## config.mk

```make
export PLATFORM = sky130hd
export DESIGN_NAME = dasa_alarm_bank
export DESIGN_NICKNAME = d
export VERILOG_FILES = /design/src/include/dasa_pkg.sv /design/src/verilog/dasa_alarm_bank.sv
export SDC_FILE = /design/constraint.sdc
export NUM_CORES = 1
export LEC_CHECK = 0
export CAP_MARGIN = 10
export CORE_AREA = 4 4 128 130
export DETAILED_ROUTE_END_ITERATION = 10
export DIE_AREA = 0 0 132 134
export DONT_BUFFER_PORTS = 1
export HOLD_SLACK_MARGIN = 0.03
export PLACE_DENSITY = 0.59
export SLEW_MARGIN = 20
export SYNTH_ARGS = -nofsm -noshare
export SYNTH_HDL_FRONTEND = slang
export SYNTH_SLANG_ARGS = --single-unit
```

## constraint.sdc

```tcl
create_clock -name clk -period 2.55 [get_ports clk]
set_input_delay 0.51 -clock clk [delete_from_list [all_inputs] [get_ports clk]]
set_output_delay 0.51 -clock clk [all_outputs]
set_load 0.02 [all_outputs]
```

## src/include/dasa_pkg.sv

```systemverilog
// constants and types shared by the diagnostic alarm status and alert bank
package dasa_pkg;

   // =====================================================================
   // status and mask word layout
   localparam int          STAT_W          = 16;
   localparam int          BIT_BLOCK_A     = 2;
   localparam int          BIT_FLUCT_LO    = 3;
   localparam int          BIT_FLUCT_HI    = 4;
   localparam int          BIT_SIDE_LO     = 5;
   localparam int          BIT_SIDE_HI     = 6;
   localparam int          BIT_BLOCK_B     = 7;
   localparam int          BIT_INV_BLOCKAGE_FACTOR    = 8;
   localparam int          BIT_INV_SPH     = 9;
   localparam int          BIT_INV_SPL     = 10;
   localparam int          BIT_INV_DP      = 11;
   localparam int          BIT_OVER_RANGE  = 12;
   localparam int          BIT_FT_LOW      = 13;
   localparam int          BIT_FT_HIGH     = 14;
   localparam int          BLOCK_W         = 6;
   localparam int          INV_W           = 4;
   localparam logic [15:0] MASK_RESET      = 16'h08FC;
   localparam logic [15:0] MASK_WRITABLE   = 16'h7FFC;
   localparam logic [15:0] ANALOG_EXCLUDE  = 16'h1F00;
   localparam logic [15:0] STATUS_RESET    = 16'h0000;

   // =====================================================================
   // configuration port selectors
   localparam logic [2:0]  SEL_MODE        = 3'h0;
   localparam logic [2:0]  SEL_MASK        = 3'h1;
   localparam logic [2:0]  SEL_UPPER       = 3'h2;
   localparam logic [2:0]  SEL_LOWER       = 3'h3;
   localparam logic [2:0]  SEL_OUT_OPTION  = 3'h4;
   localparam logic [2:0]  SEL_FALLBACK    = 3'h5;
   localparam logic [2:0]  SEL_STATUS      = 3'h6;

   // =====================================================================
   // written codes of operating mode and output action
   localparam logic [1:0]  MODE_CODE_STOP  = 2'h0;
   localparam logic [1:0]  MODE_CODE_CALC  = 2'h1;
   localparam logic [1:0]  MODE_CODE_REF   = 2'h2;
   localparam logic [1:0]  OUT_OFF         = 2'h0;
   localparam logic [1:0]  OUT_BURNOUT     = 2'h1;
   localparam logic [1:0]  OUT_FALLBACK    = 2'h2;
   localparam logic [1:0]  OUT_OPTION_RESET = 2'h0;

   // =====================================================================
   // numeric formats: pressure ratio signed Q3.13 (1.0 = 0x2000), current uA
   localparam logic [15:0] UPPER_RESET     = 16'h2000;
   localparam logic [15:0] LOWER_RESET     = 16'hE000;
   localparam logic [15:0] FALLBACK_MIN_UA = 16'h0E10;
   localparam logic [15:0] FALLBACK_MAX_UA = 16'h5460;
   localparam logic [15:0] FALLBACK_RESET  = 16'h0E10;

   // gray codes along stop -> reference -> calculation
   typedef enum logic [1:0] {
      DASA_STOP = 2'b00,
      DASA_REF  = 2'b01,
      DASA_CALC = 2'b11
   } dasa_mode_e;

endpackage

```

## src/verilog/dasa_alarm_bank.sv

```systemverilog
// diagnostic alarm status, link mask and analog alert action
//
// Function
// - every detector or heat-trace abnormality sets a bit in the status word
// - bits 0,1,15 unused; bits 2..7 are the six blockage flags
// - bits 8..11 flag invalid blockage, high, low, differential references
// - bit 12 over range, bit 13 flange low, bit 14 flange high
// - mean pressure above upper limit sets over range, suspends detection
// - mean pressure below lower limit sets over range, suspends detection
// - range limits accept writes only while mode is Stop
// - invalid blockage-factor reference suspends only blockage-factor checks
// - reference mean outside limits sets all four invalid-reference flags
// - mask bit gates same status bit onto alert and display
// - mask resets to 0x08FC
// - only mask bits 2..14 can be set
// - output action Off keeps analog output on primary variable
// - Burnout drives upper or lower bound by burnout switch
// - Fall back holds analog output at fallback level
// - fallback level accepts only 3.6 to 21.6 mA
// - modes Stop, Calculation, Reference; Reference ends in Calculation
// - invalid-reference and over-range flags never drive analog output
`timescale 1ns/100ps

module dasa_alarm_bank
   import dasa_pkg::*;
(
   input  wire logic               clk,
   input  wire logic               sys_rst,
   // configuration access from the link stack
   input  wire logic               cfgWrite,
   input  wire logic [2:0]         cfgSel,
   input  wire logic [15:0]        cfgData,
   output logic                    cfgAck,
   output logic                    cfgNak,
   output logic [15:0]             cfgReadData,
   // detector results
   input  wire logic               resultValid,
   input  wire logic [BLOCK_W-1:0] blockResult,
   input  wire logic [INV_W-1:0]   refInvalid,
   input  wire logic               refDone,
   input  wire logic signed [15:0] normalizedMeanPressure,
   input  wire logic signed [15:0] referenceMeanPressure,
   input  wire logic               flangeTempLowFlag,
   input  wire logic               flangeTempHighFlag,
   // analog loop
   input  wire logic [15:0]        pvCurrent,
   input  wire logic [15:0]        outputUpperBound,
   input  wire logic [15:0]        outputLowerBound,
   input  wire logic               burnoutSwitchHigh,
   output logic [15:0]             aoCurrent,
   // detector control and alarm outputs
   output logic                    detectEnable,
   output logic                    blockFactorEnable,
   output logic                    refSampleStart,
   output logic                    diagAlert,
   output logic                    analogAlert,
   output logic [15:0]             diagnosticAlarmStatus,
   output logic [15:0]             alarmLinkMask,
   output dasa_mode_e              diagMode
);

   // =====================================================================
   // burnout switch synchroniser
   logic burnMeta;
   logic burnSync;
   logic next_burnMeta;
   logic next_burnSync;

   always_comb begin
      next_burnMeta = burnoutSwitchHigh;
      next_burnSync = burnMeta;
   end

   always_ff @(posedge clk) begin
      if (sys_rst) begin
         burnMeta <= 1'b0;
         burnSync <= 1'b0;
      end else begin
         burnMeta <= next_burnMeta;
         burnSync <= next_burnSync;
      end
   end

   // =====================================================================
   // configuration registers and operating mode
   logic        [1:0]  outOption;
   logic signed [15:0] rangeUpperLimit;
   logic signed [15:0] rangeLowerLimit;
   logic        [15:0] fallbackLevel;
   dasa_mode_e         next_diagMode;
   dasa_mode_e         autoMode;
   logic        [15:0] next_alarmLinkMask;
   logic        [1:0]  next_outOption;
   logic signed [15:0] next_rangeUpperLimit;
   logic signed [15:0] next_rangeLowerLimit;
   logic        [15:0] next_fallbackLevel;
   logic               next_cfgAck;
   logic               next_cfgNak;
   logic               next_refSampleStart;
   logic               accept;

   always_comb begin
      next_diagMode        = diagMode;
      next_alarmLinkMask   = alarmLinkMask;
      next_outOption       = outOption;
      next_rangeUpperLimit = rangeUpperLimit;
      next_rangeLowerLimit = rangeLowerLimit;
      next_fallbackLevel   = fallbackLevel;
      next_refSampleStart  = 1'b0;
      accept               = 1'b0;
      if (diagMode == DASA_REF && refDone) begin
         next_diagMode = DASA_CALC;
      end
      // a refused mode write must not cancel the automatic move
      autoMode = next_diagMode;
      if (cfgWrite) begin
         case (cfgSel)
            SEL_MODE: begin
               accept = 1'b1;
               case (cfgData[1:0])
                  MODE_CODE_STOP: next_diagMode = DASA_STOP;
                  MODE_CODE_CALC: next_diagMode = DASA_CALC;
                  MODE_CODE_REF: begin
                     next_diagMode       = DASA_REF;
                     next_refSampleStart = 1'b1;
                  end
                  default: accept = 1'b0;
               endcase
               if (cfgData[15:2] != 14'h0000) begin
                  accept = 1'b0;
               end
               if (!accept) begin
                  next_diagMode       = autoMode;
                  next_refSampleStart = 1'b0;
               end
            end
            SEL_MASK: begin
               next_alarmLinkMask = cfgData & MASK_WRITABLE;
               accept             = 1'b1;
            end
            SEL_UPPER: begin
               if (diagMode == DASA_STOP) begin
                  next_rangeUpperLimit = cfgData;
                  accept               = 1'b1;
               end
            end
            SEL_LOWER: begin
               if (diagMode == DASA_STOP) begin
                  next_rangeLowerLimit = cfgData;
                  accept               = 1'b1;
               end
            end
            SEL_OUT_OPTION: begin
               if (cfgData[15:2] == 14'h0000 && cfgData[1:0] != 2'h3) begin
                  next_outOption = cfgData[1:0];
                  accept         = 1'b1;
               end
            end
            SEL_FALLBACK: begin
               if (cfgData >= FALLBACK_MIN_UA &&
                   cfgData <= FALLBACK_MAX_UA) begin
                  next_fallbackLevel = cfgData;
                  accept             = 1'b1;
               end
            end
            default: accept = 1'b0;
         endcase
      end
      next_cfgAck = cfgWrite & accept;
      next_cfgNak = cfgWrite & ~accept;
   end

   always_ff @(posedge clk) begin
      if (sys_rst) begin
         diagMode        <= DASA_STOP;
         alarmLinkMask   <= MASK_RESET;
         outOption       <= OUT_OPTION_RESET;
         rangeUpperLimit <= UPPER_RESET;
         rangeLowerLimit <= LOWER_RESET;
         fallbackLevel   <= FALLBACK_RESET;
         cfgAck          <= 1'b0;
         cfgNak          <= 1'b0;
         refSampleStart  <= 1'b0;
      end else begin
         diagMode        <= next_diagMode;
         alarmLinkMask   <= next_alarmLinkMask;
         outOption       <= next_outOption;
         rangeUpperLimit <= next_rangeUpperLimit;
         rangeLowerLimit <= next_rangeLowerLimit;
         fallbackLevel   <= next_fallbackLevel;
         cfgAck          <= next_cfgAck;
         cfgNak          <= next_cfgNak;
         refSampleStart  <= next_refSampleStart;
      end
   end

   // =====================================================================
   // range checks on live and reference mean pressure
   logic overRange;
   logic refOutside;
   logic calcActive;

   assign overRange  = (normalizedMeanPressure > rangeUpperLimit) ||
                       (normalizedMeanPressure < rangeLowerLimit);
   assign refOutside = (referenceMeanPressure > rangeUpperLimit) ||
                       (referenceMeanPressure < rangeLowerLimit);
   assign calcActive = (diagMode == DASA_CALC);

   // =====================================================================
   // status word
   logic [15:0] next_status;
   logic [INV_W-1:0] invalidNow;
   logic        next_detectEnable;
   logic        next_blockFactorEnable;

   always_comb begin
      next_status = diagnosticAlarmStatus;
      invalidNow  = refInvalid | {INV_W{refOutside}};
      next_detectEnable      = calcActive & ~overRange;
      next_blockFactorEnable = next_detectEnable & ~invalidNow[0];
      // a fresh reference sampling discards stale blockage results
      if (next_refSampleStart) begin
         next_status[BIT_BLOCK_B:BIT_BLOCK_A] = {BLOCK_W{1'b0}};
      end
      // blockage results latched, a same-cycle report wins
      if (resultValid && next_detectEnable) begin
         next_status[BIT_BLOCK_B:BIT_BLOCK_A] = blockResult;
      end
      next_status[BIT_INV_DP:BIT_INV_BLOCKAGE_FACTOR] = invalidNow;
      next_status[BIT_OVER_RANGE] = overRange;
      next_status[BIT_FT_LOW]     = flangeTempLowFlag;
      next_status[BIT_FT_HIGH]    = flangeTempHighFlag;
      next_status[1:0]            = 2'b00;
      next_status[15]             = 1'b0;
   end

   always_ff @(posedge clk) begin
      if (sys_rst) begin
         diagnosticAlarmStatus <= STATUS_RESET;
         detectEnable          <= 1'b0;
         blockFactorEnable     <= 1'b0;
      end else begin
         diagnosticAlarmStatus <= next_status;
         detectEnable          <= next_detectEnable;
         blockFactorEnable     <= next_blockFactorEnable;
      end
   end

   // =====================================================================
   // alert and analog output action
   logic [15:0] linked;
   logic        next_diagAlert;
   logic        next_analogAlert;
   logic [15:0] next_aoCurrent;
   logic [15:0] next_cfgReadData;

   always_comb begin
      linked           = diagnosticAlarmStatus & alarmLinkMask;
      next_diagAlert   = (linked != 16'h0000);
      // invalid and over-range never reach analog
      next_analogAlert = ((linked & ~ANALOG_EXCLUDE) != 16'h0000);
      next_aoCurrent   = pvCurrent;
      if (next_analogAlert) begin
         case (outOption)
            OUT_BURNOUT: next_aoCurrent = burnSync ? outputUpperBound
                                                   : outputLowerBound;
            OUT_FALLBACK: next_aoCurrent = fallbackLevel;
            default: next_aoCurrent = pvCurrent;
         endcase
      end
      case (cfgSel)
         SEL_MODE:       next_cfgReadData = {14'h0000, diagMode};
         SEL_MASK:       next_cfgReadData = alarmLinkMask;
         SEL_UPPER:      next_cfgReadData = rangeUpperLimit;
         SEL_LOWER:      next_cfgReadData = rangeLowerLimit;
         SEL_OUT_OPTION: next_cfgReadData = {14'h0000, outOption};
         SEL_FALLBACK:   next_cfgReadData = fallbackLevel;
         SEL_STATUS:     next_cfgReadData = diagnosticAlarmStatus;
         default:        next_cfgReadData = 16'h0000;
      endcase
   end

   always_ff @(posedge clk) begin
      if (sys_rst) begin
         diagAlert   <= 1'b0;
         analogAlert <= 1'b0;
         aoCurrent   <= 16'h0000;
         cfgReadData <= 16'h0000;
      end else begin
         diagAlert   <= next_diagAlert;
         analogAlert <= next_analogAlert;
         aoCurrent   <= next_aoCurrent;
         cfgReadData <= next_cfgReadData;
      end
   end

endmodule

```

Word level (Yosys, flattened, before mapping)
Cells that the tools add are included.
{ "op_classes": {"n_lt_le_gt_ge": 6, "n_eq_ne": 13, "mux": 24, "bitwise": 9, "n_reduce_logical": 21} }
{ "ops": {"columns": ["op", "count"], "rows": [
  ["$pmux W16 S7", 1],
  ["$gt A16 B16 Y1", 2],
  ["$lt A16 B16 Y1", 2],
  ["$mux W16", 2],
  ["$pmux W16 S2", 1],
  ["$reduce_bool A16 Y1", 2],
  ["$and A16 B15 Y16", 1],
  ["$ge A16 B12 Y1 const B", 1],
  ["$le A16 B15 Y1 const B", 1],
  ["$logic_not A14 Y1", 1],
  ["$reduce_bool A14 Y1", 1],
  ["$mux W1", 12],
  ["$mux W6", 2],
  ["$reduce_and A3 Y1", 4],
  ["$eq A3 B3 Y1 const B", 3],
  ["$mux W2", 4],
  ["$eq A2 B1 Y1 const B", 3],
  ["$eq A2 B2 Y1 const B", 3],
  ["$eq A3 B2 Y1 const B", 2],
  ["$pmux W2 S3", 1],
  ["$pmux W1 S5", 1],
  ["$and A1 B1 Y1", 4],
  ["$logic_and A1 B1 Y1", 4],
  ["$logic_not A2 Y1", 2],
  ["10 further kinds", 13]
]} }
{ "totals": {"regBits": 122, "in_bits": 117} }

Longest topological paths before layout
{ "depth": {"word_depth": 11, "depth_mapped": 10, "mapped_depth_nobuf": 9} }

Worst setup path after synthesis
No wires, ideal clock.
{ "synth_timing": {"path_type": "in2reg", "from": "in normalizedMeanPressure[6]", "to": "reg diagnosticAlarmStatus[2]", "setup_ns": 0.072, "arrival_time_ns": 2.612, "path_slack_ns": -0.133, "path_stages": 8, "path_buffers": 0, "path_cell_list": "ha_1 -> a21oi_1 -> a21boi_0 -> o41a_1 -> a311oi_1 -> mux2i_1 -> nor4b_4 -> mux2i_1"} }
{ "synth_via": {"elab_chain_len": 6, "word_cells_on_any_way": 8, "cone_classes": "2 x order compare; 1 x mux; 2 x bitwise; 3 x reduce/logical"} }
{ "synth_rtl": {"columns": ["element", "line_no", "text"], "rows": [
  ["start: declaration", "dasa_alarm_bank.sv:41", "input wire logic signed [15:0] normalizedMeanPressure,"],
  ["$gt A16 B16 Y1 or $lt A16 B16 Y1 (tied branches)", "dasa_alarm_bank.sv:203, dasa_alarm_bank.sv:204", null],
  ["$logic_or A1 B1 Y1 (*)", "dasa_alarm_bank.sv:203", "assign overRange = (normalizedMeanPressure > rangeUpperLimit) ||"],
  ["$not A1 Y1 (*)", "dasa_alarm_bank.sv:219", "next_detectEnable = calcActive & ~overRange;"],
  ["$and A1 B1 Y1 (*)", "dasa_alarm_bank.sv:219", null],
  ["$logic_and A1 B1 Y1 (*)", "dasa_alarm_bank.sv:226", "if (resultValid && next_detectEnable) begin"],
  ["$mux W6 or $reduce_bool A2 Y1 (tied branches)", null, null],
  ["end signal: assignment", "dasa_alarm_bank.sv:243", "diagnosticAlarmStatus <= next_status;"],
  ["end: declaration", "dasa_alarm_bank.sv:57", "output logic [15:0] diagnosticAlarmStatus,"]
]} }
Every way passes the cells marked *; elsewhere a longest branch is shown, timed or not.
A chain may end at the register's enable or synchronous reset.

Worst setup path after layout
{ "layout_timing": {"from": "reg rangeUpperLimit[7]", "to": "reg diagnosticAlarmStatus[3]"} }
{ "layout_via": {"elab_chain_len": 6, "word_cells_on_any_way": 7, "cone_classes": "1 x order compare; 1 x mux; 2 x bitwise; 3 x reduce/logical"} }
{ "layout_rtl": {"columns": ["element", "line_no", "text"], "rows": [
  ["start: declaration", "dasa_alarm_bank.sv:87", "logic signed [15:0] rangeUpperLimit;"],
  ["start signal: assignment", "dasa_alarm_bank.sv:188", "rangeUpperLimit <= next_rangeUpperLimit;"],
  ["$gt A16 B16 Y1 (*)", "dasa_alarm_bank.sv:203", null],
  ["$logic_or A1 B1 Y1 (*)", "dasa_alarm_bank.sv:203", null],
  ["$not A1 Y1 (*)", "dasa_alarm_bank.sv:219", null],
  ["$and A1 B1 Y1 (*)", "dasa_alarm_bank.sv:219", null],
  ["$logic_and A1 B1 Y1 (*)", "dasa_alarm_bank.sv:226", null],
  ["$mux W6 or $reduce_bool A2 Y1 (tied branches)", null, null]
]} }
Marked as above.

==> metrics.md <==
| Metric | Value |
|---|---|
| Post-synthesis mux area share | approximately 7.7% |
| LEAKAGE | 3.01 nW |
| PortBufs | 0 |
| Ys async rst share | 0% |
| Initial antenna violation count | 0 |
| Worst-margin pin slew | about 650 ps |
| Chip Width | approximately 130 um |
| Crit path max fanout | 6 |
| Detail Route Antenna Nets | 0 |
| WP data required | about 2900 ps |
| Fill count | ~1400 |
| Final hold violations | 0 |
| Setup WS post-layout | ~53 ps |
| Number of flops mapped to enable cells by yosys | 0 |
| Clock power frac | between 40 and 50% |
| Root Buffer | clkbuf_16 |
| Clock Latency Late Sink | just over 400 ps |
| Main synth FF type | dfxtp_1 |
| Worst EP arrival | 2830 ps |
| Mapped Area | a little under 7000 um2 |
| Rel. slew slack | about 57% |
| Sw frac | approximately a quarter |
| Cell Pwr Density | a little over 600 nW/um2 |
| R2r endpoint | diagnosticAlarmStatus[3] |
| # rows | 45 |
| Internal | 3.76 mW |
| Congestion Overflow GR | 0 |
| Register area share after synthesis | approximately 35% |
| Synth top area share | approximately 35% |
| Die Span Y | 134 um |
| WHS Path Cells | 1 |
| DIE AREA | between 15000 and 20000 um2 |
| Non-filler cells, final | 1014 |
| FF-to-FF setup slack | roughly 53 ps |
| Clk_skew | 8.40 ps |
| Period utilization | 97.9% |
| P_sw | 1.15 mW |
| Synthesized flop and latch total | ~120 |
| Synth Area in Adders | ~13% |
| Fmax | 401 MHz |
| Cts bufs inserted | 17 |
| Number of global-route vias before repair | about 5800 |
| CP peak stage delay | roughly 350 ps |
| Post-synthesis instance total | approximately 780 |
| Seq pwr share | about two fifths |
| Routed wire per std cell | 21.0 um |
| Vias per inst | 5.90 |
| DR vias | 5985 |
| Detailed Route Iter0 Violations | 414 |
| Max-cap viol count | 0 |
| Combinational share of power | a little under a tenth |
| Status | finished, final reports clean |
| Post-route core utilization | 53.3% |
| Gr usage total | 22.8% |
| Simple-gate area share of the yosys netlist | a little under a fifth |
| Leading area contributor after synthesis | dfxtp_1 |
| Final TNS setup | 0 ps |
| Final nets | about 1000 |
| Hold buffers post-CTS | 0 |
| Setup crit end kind | flip-flop |
| Layout cells sized above 1 | between 10% and 20% |
| Clock sink count | roughly 120 |
| Inst Count DP | ~980 |
| FF-to-FF path depth | 11 |
| CTS tree | built |
| Worst vdd ir | between 0.0004 and 0.0005 V |
| Hold EP | diagMode[0] |
| Reg-to-Reg Start | rangeUpperLimit[7] |
| Number of inserted diodes | 0 |
| Hold Crit Start | sys_rst |
| Placer congestion estimate | roughly 0.88 |
| Largest family of logic cells by synthesized area | compound AO/OA/AOI/OAI gates |
| Worst path bufs/invs | 3 |
| Global-route wire length before repair | 32.0 mm |
| Deepest clock path buffer count | 2 |
| Post-DP HPWL | ~16 mm |
| Avg Inst Size Synth | between 8 and 9 um2 |
| CP max stage cell | dfxtp_2 |
| Main area contributors after synthesis | dfxtp_1, ha_1, nand2_1 |
| Detailed-route DRC error count | 0 |
| RSZ-0062 raised after global routing | yes |
| Tot Pwr | roughly 4.9 mW |
| Htree depth | 4 |
| Largest delay share family, worst path | simple AND/OR/NAND/NOR gates |
| I/O pin count | 190 |
| Slew Limit Fails | 0 |
| DRT Pass-1 Iters | 6 |
| Setup CP Type | flip-flop to flip-flop |
| Clk slew on worst S/H paths | around 50 ps |
| Final count of negative-setup-slack endpoints | 0 |
| YS warnings | 0 |
| Layout area overhead | 20.1% |
| Hold crit path type | input pin to flip-flop |
| CP Cell Sequence | inv_4 > ha_4 > nand4_1 > buf_4 > nor4_4 > nand2b_4 > o22ai_2 > or2_4 > nor4b_4 > buf_6 > mux2i_1 |
| Largest net degree at the start of global routing | around 110 |
| Final Critical Period | ~2500 ps |
| Startpoint class of the critical path | flip-flop |
| CORE AREA | about 15000 um2 |
| Complex-gate fraction of the synthesized area | ~20% |
| Setup slack at placement | -258 ps |
| Final WL | ~21 mm |
| Post-synthesis xor/xnor area fraction | 0% |
| Synth cell types | 58 |
| Initial Util | 44.4% |
kinds of logic (layout without fill, tap and decap cells):
family,after synthesis,in the layout
flip-flops,119,119
multiplexers,50,50
AND/OR/NAND/NOR,254,254
adder cells (fa/ha/maj),68,68
buffers and inverters,99,136
AO/OA/AOI/OAI,193,193
other,1,6
worst max path at each step:
stage,from,end,slack [ps],cells past startpoint
finish,rangeUpperLimit[7],diagnosticAlarmStatus[3],50,11
global placement,normalizedMeanPressure[6],blockFactorEnable,-220,8
CTS,rangeUpperLimit[6],diagnosticAlarmStatus[3],2,10
floorplan,normalizedMeanPressure[6],diagnosticAlarmStatus[2],20,8
global route,rangeUpperLimit[5],diagnosticAlarmStatus[3],-40,10
detailed placement,normalizedMeanPressure[11],blockFactorEnable,-260,8
layout by cell type, fill, tap and decap left out, types with 3 or more instances in the layout:
cell / synthesis / layout
a211oi_1: 30 / 30
dfxtp_1: 119 / 109
mux2i_1: 34 / 33
inv_2: 0 / 7
clkbuf_8: 0 / 3
a22oi_1: 34 / 34
a211o_1: 7 / 7
nand2_1: 96 / 96
bufinv_16: 0 / 3
nor4_1: 5 / 3
inv_1: 45 / 36
mux2_2: 16 / 16
nand3_1: 5 / 5
a21o_1: 11 / 11
clkbuf_16: 0 / 17
buf_4: 6 / 57
ha_4: 0 / 13
nand4_1: 12 / 12
nand2b_1: 12 / 11
nor2_1: 63 / 62
nand3b_1: 5 / 5
nor2b_1: 18 / 18
a21oi_1: 47 / 46
a31oi_1: 6 / 6
dfxtp_2: 0 / 10
ha_1: 68 / 55
clkinv_2: 0 / 5
o21ai_0: 27 / 27
conb_1: 1 / 6
or3b_2: 6 / 6
clkbuf_1: 38 / 3
nor3_1: 12 / 12
a221oi_1: 12 / 11
and4_1: 5 / 3
state kept, by name (all words and copies together) (netlist names), 2 cells and up:
| register | count |
|---|---|
| rangeLowerLimit | 16 |
| rangeUpperLimit | 16 |
| aoCurrent | 16 |
| diagMode | 2 |
| fallbackLevel | 16 |
| alarmLinkMask | 13 |
| cfgReadData | 16 |
| diagnosticAlarmStatus | 13 |
| outOption | 2 |
power groups by stage:
| stage | clock network (mW) | registers [mW] | logic, mW |
|---|---|---|---|
| after floorplan | 0 | 2.03 | 0.350 |
| after global placement | 0 | 2.05 | 0.405 |
| after detailed placement | 0 | 2.05 | 0.421 |
| after CTS | 2.44 | 2.02 | 0.433 |
| after global routing | 2.54 | 2.02 | 0.522 |
| final | 2.42 | 2.02 | 0.472 |
worst register-to-register path: stages (launching register included):
cell,delay (ps)
dfxtp_2,350
inv_4,50
ha_4,260
nand4_1,140
buf_4,180
nor4_4,270
nand2b_4,180
o22ai_2,60
or2_4,270
nor4b_4,270
buf_6,180
mux2i_1,200
cell usage after synthesis (all sizes together), types with 6 or more instances:
master and n:
nor2 63, mux2 16, a22oi 34, ha 68, a21oi 47, buf 16, nor2b 18, nor4 6
or3b 6, a211oi 31, dfxtp 119, nor3 12, a211o 8, nand4 12, mux2i 34, o21ai 27
clkbuf 38, a31oi 6, nand2 96, nand2b 12, a221oi 12, inv 45, a21o 11
layout make-up:
class,instances,area [um2],share of cell area [%]
Sequential cell,119,2390,29.6
Clock buffer,23,478,5.92
Timing Repair Buffer,59,459,5.68
Multi-Input combinational cell,571,4210,52.2
Tap cell,188,235,2.91
Clock inverter,9,123,1.52
Inverter,45,174,2.15
stage by stage:
step	area, um2	hold slack, ps
after floorplan	6760	414
after global placement	7170	426
after detailed placement	7170	426
after CTS	7830	157
after global routing	8080	150
final	8080	175
timing repair:
action / CTS / global route
pin swaps: 5 / 14
buffers inserted: 1 / 4
gates resized for setup: 10 / 43
endpoints found under the setup margin: 8 / 8
metal layers:
layer / vias up / part of all wire, % / GRT usage (%) / wire [um]
met1: 2890 / 41 / 27.8 / 8660
met4: 0 / 0.87 / 4.43 / 185
li1: 2866 / - / - / -
met2: 211 / 51 / 40.0 / 10800
met5: - / 0 / 0 / 0
met3: 18 / 7.9 / 7.13 / 1670
No activity file was read; power rests on OpenSTA's default activity.
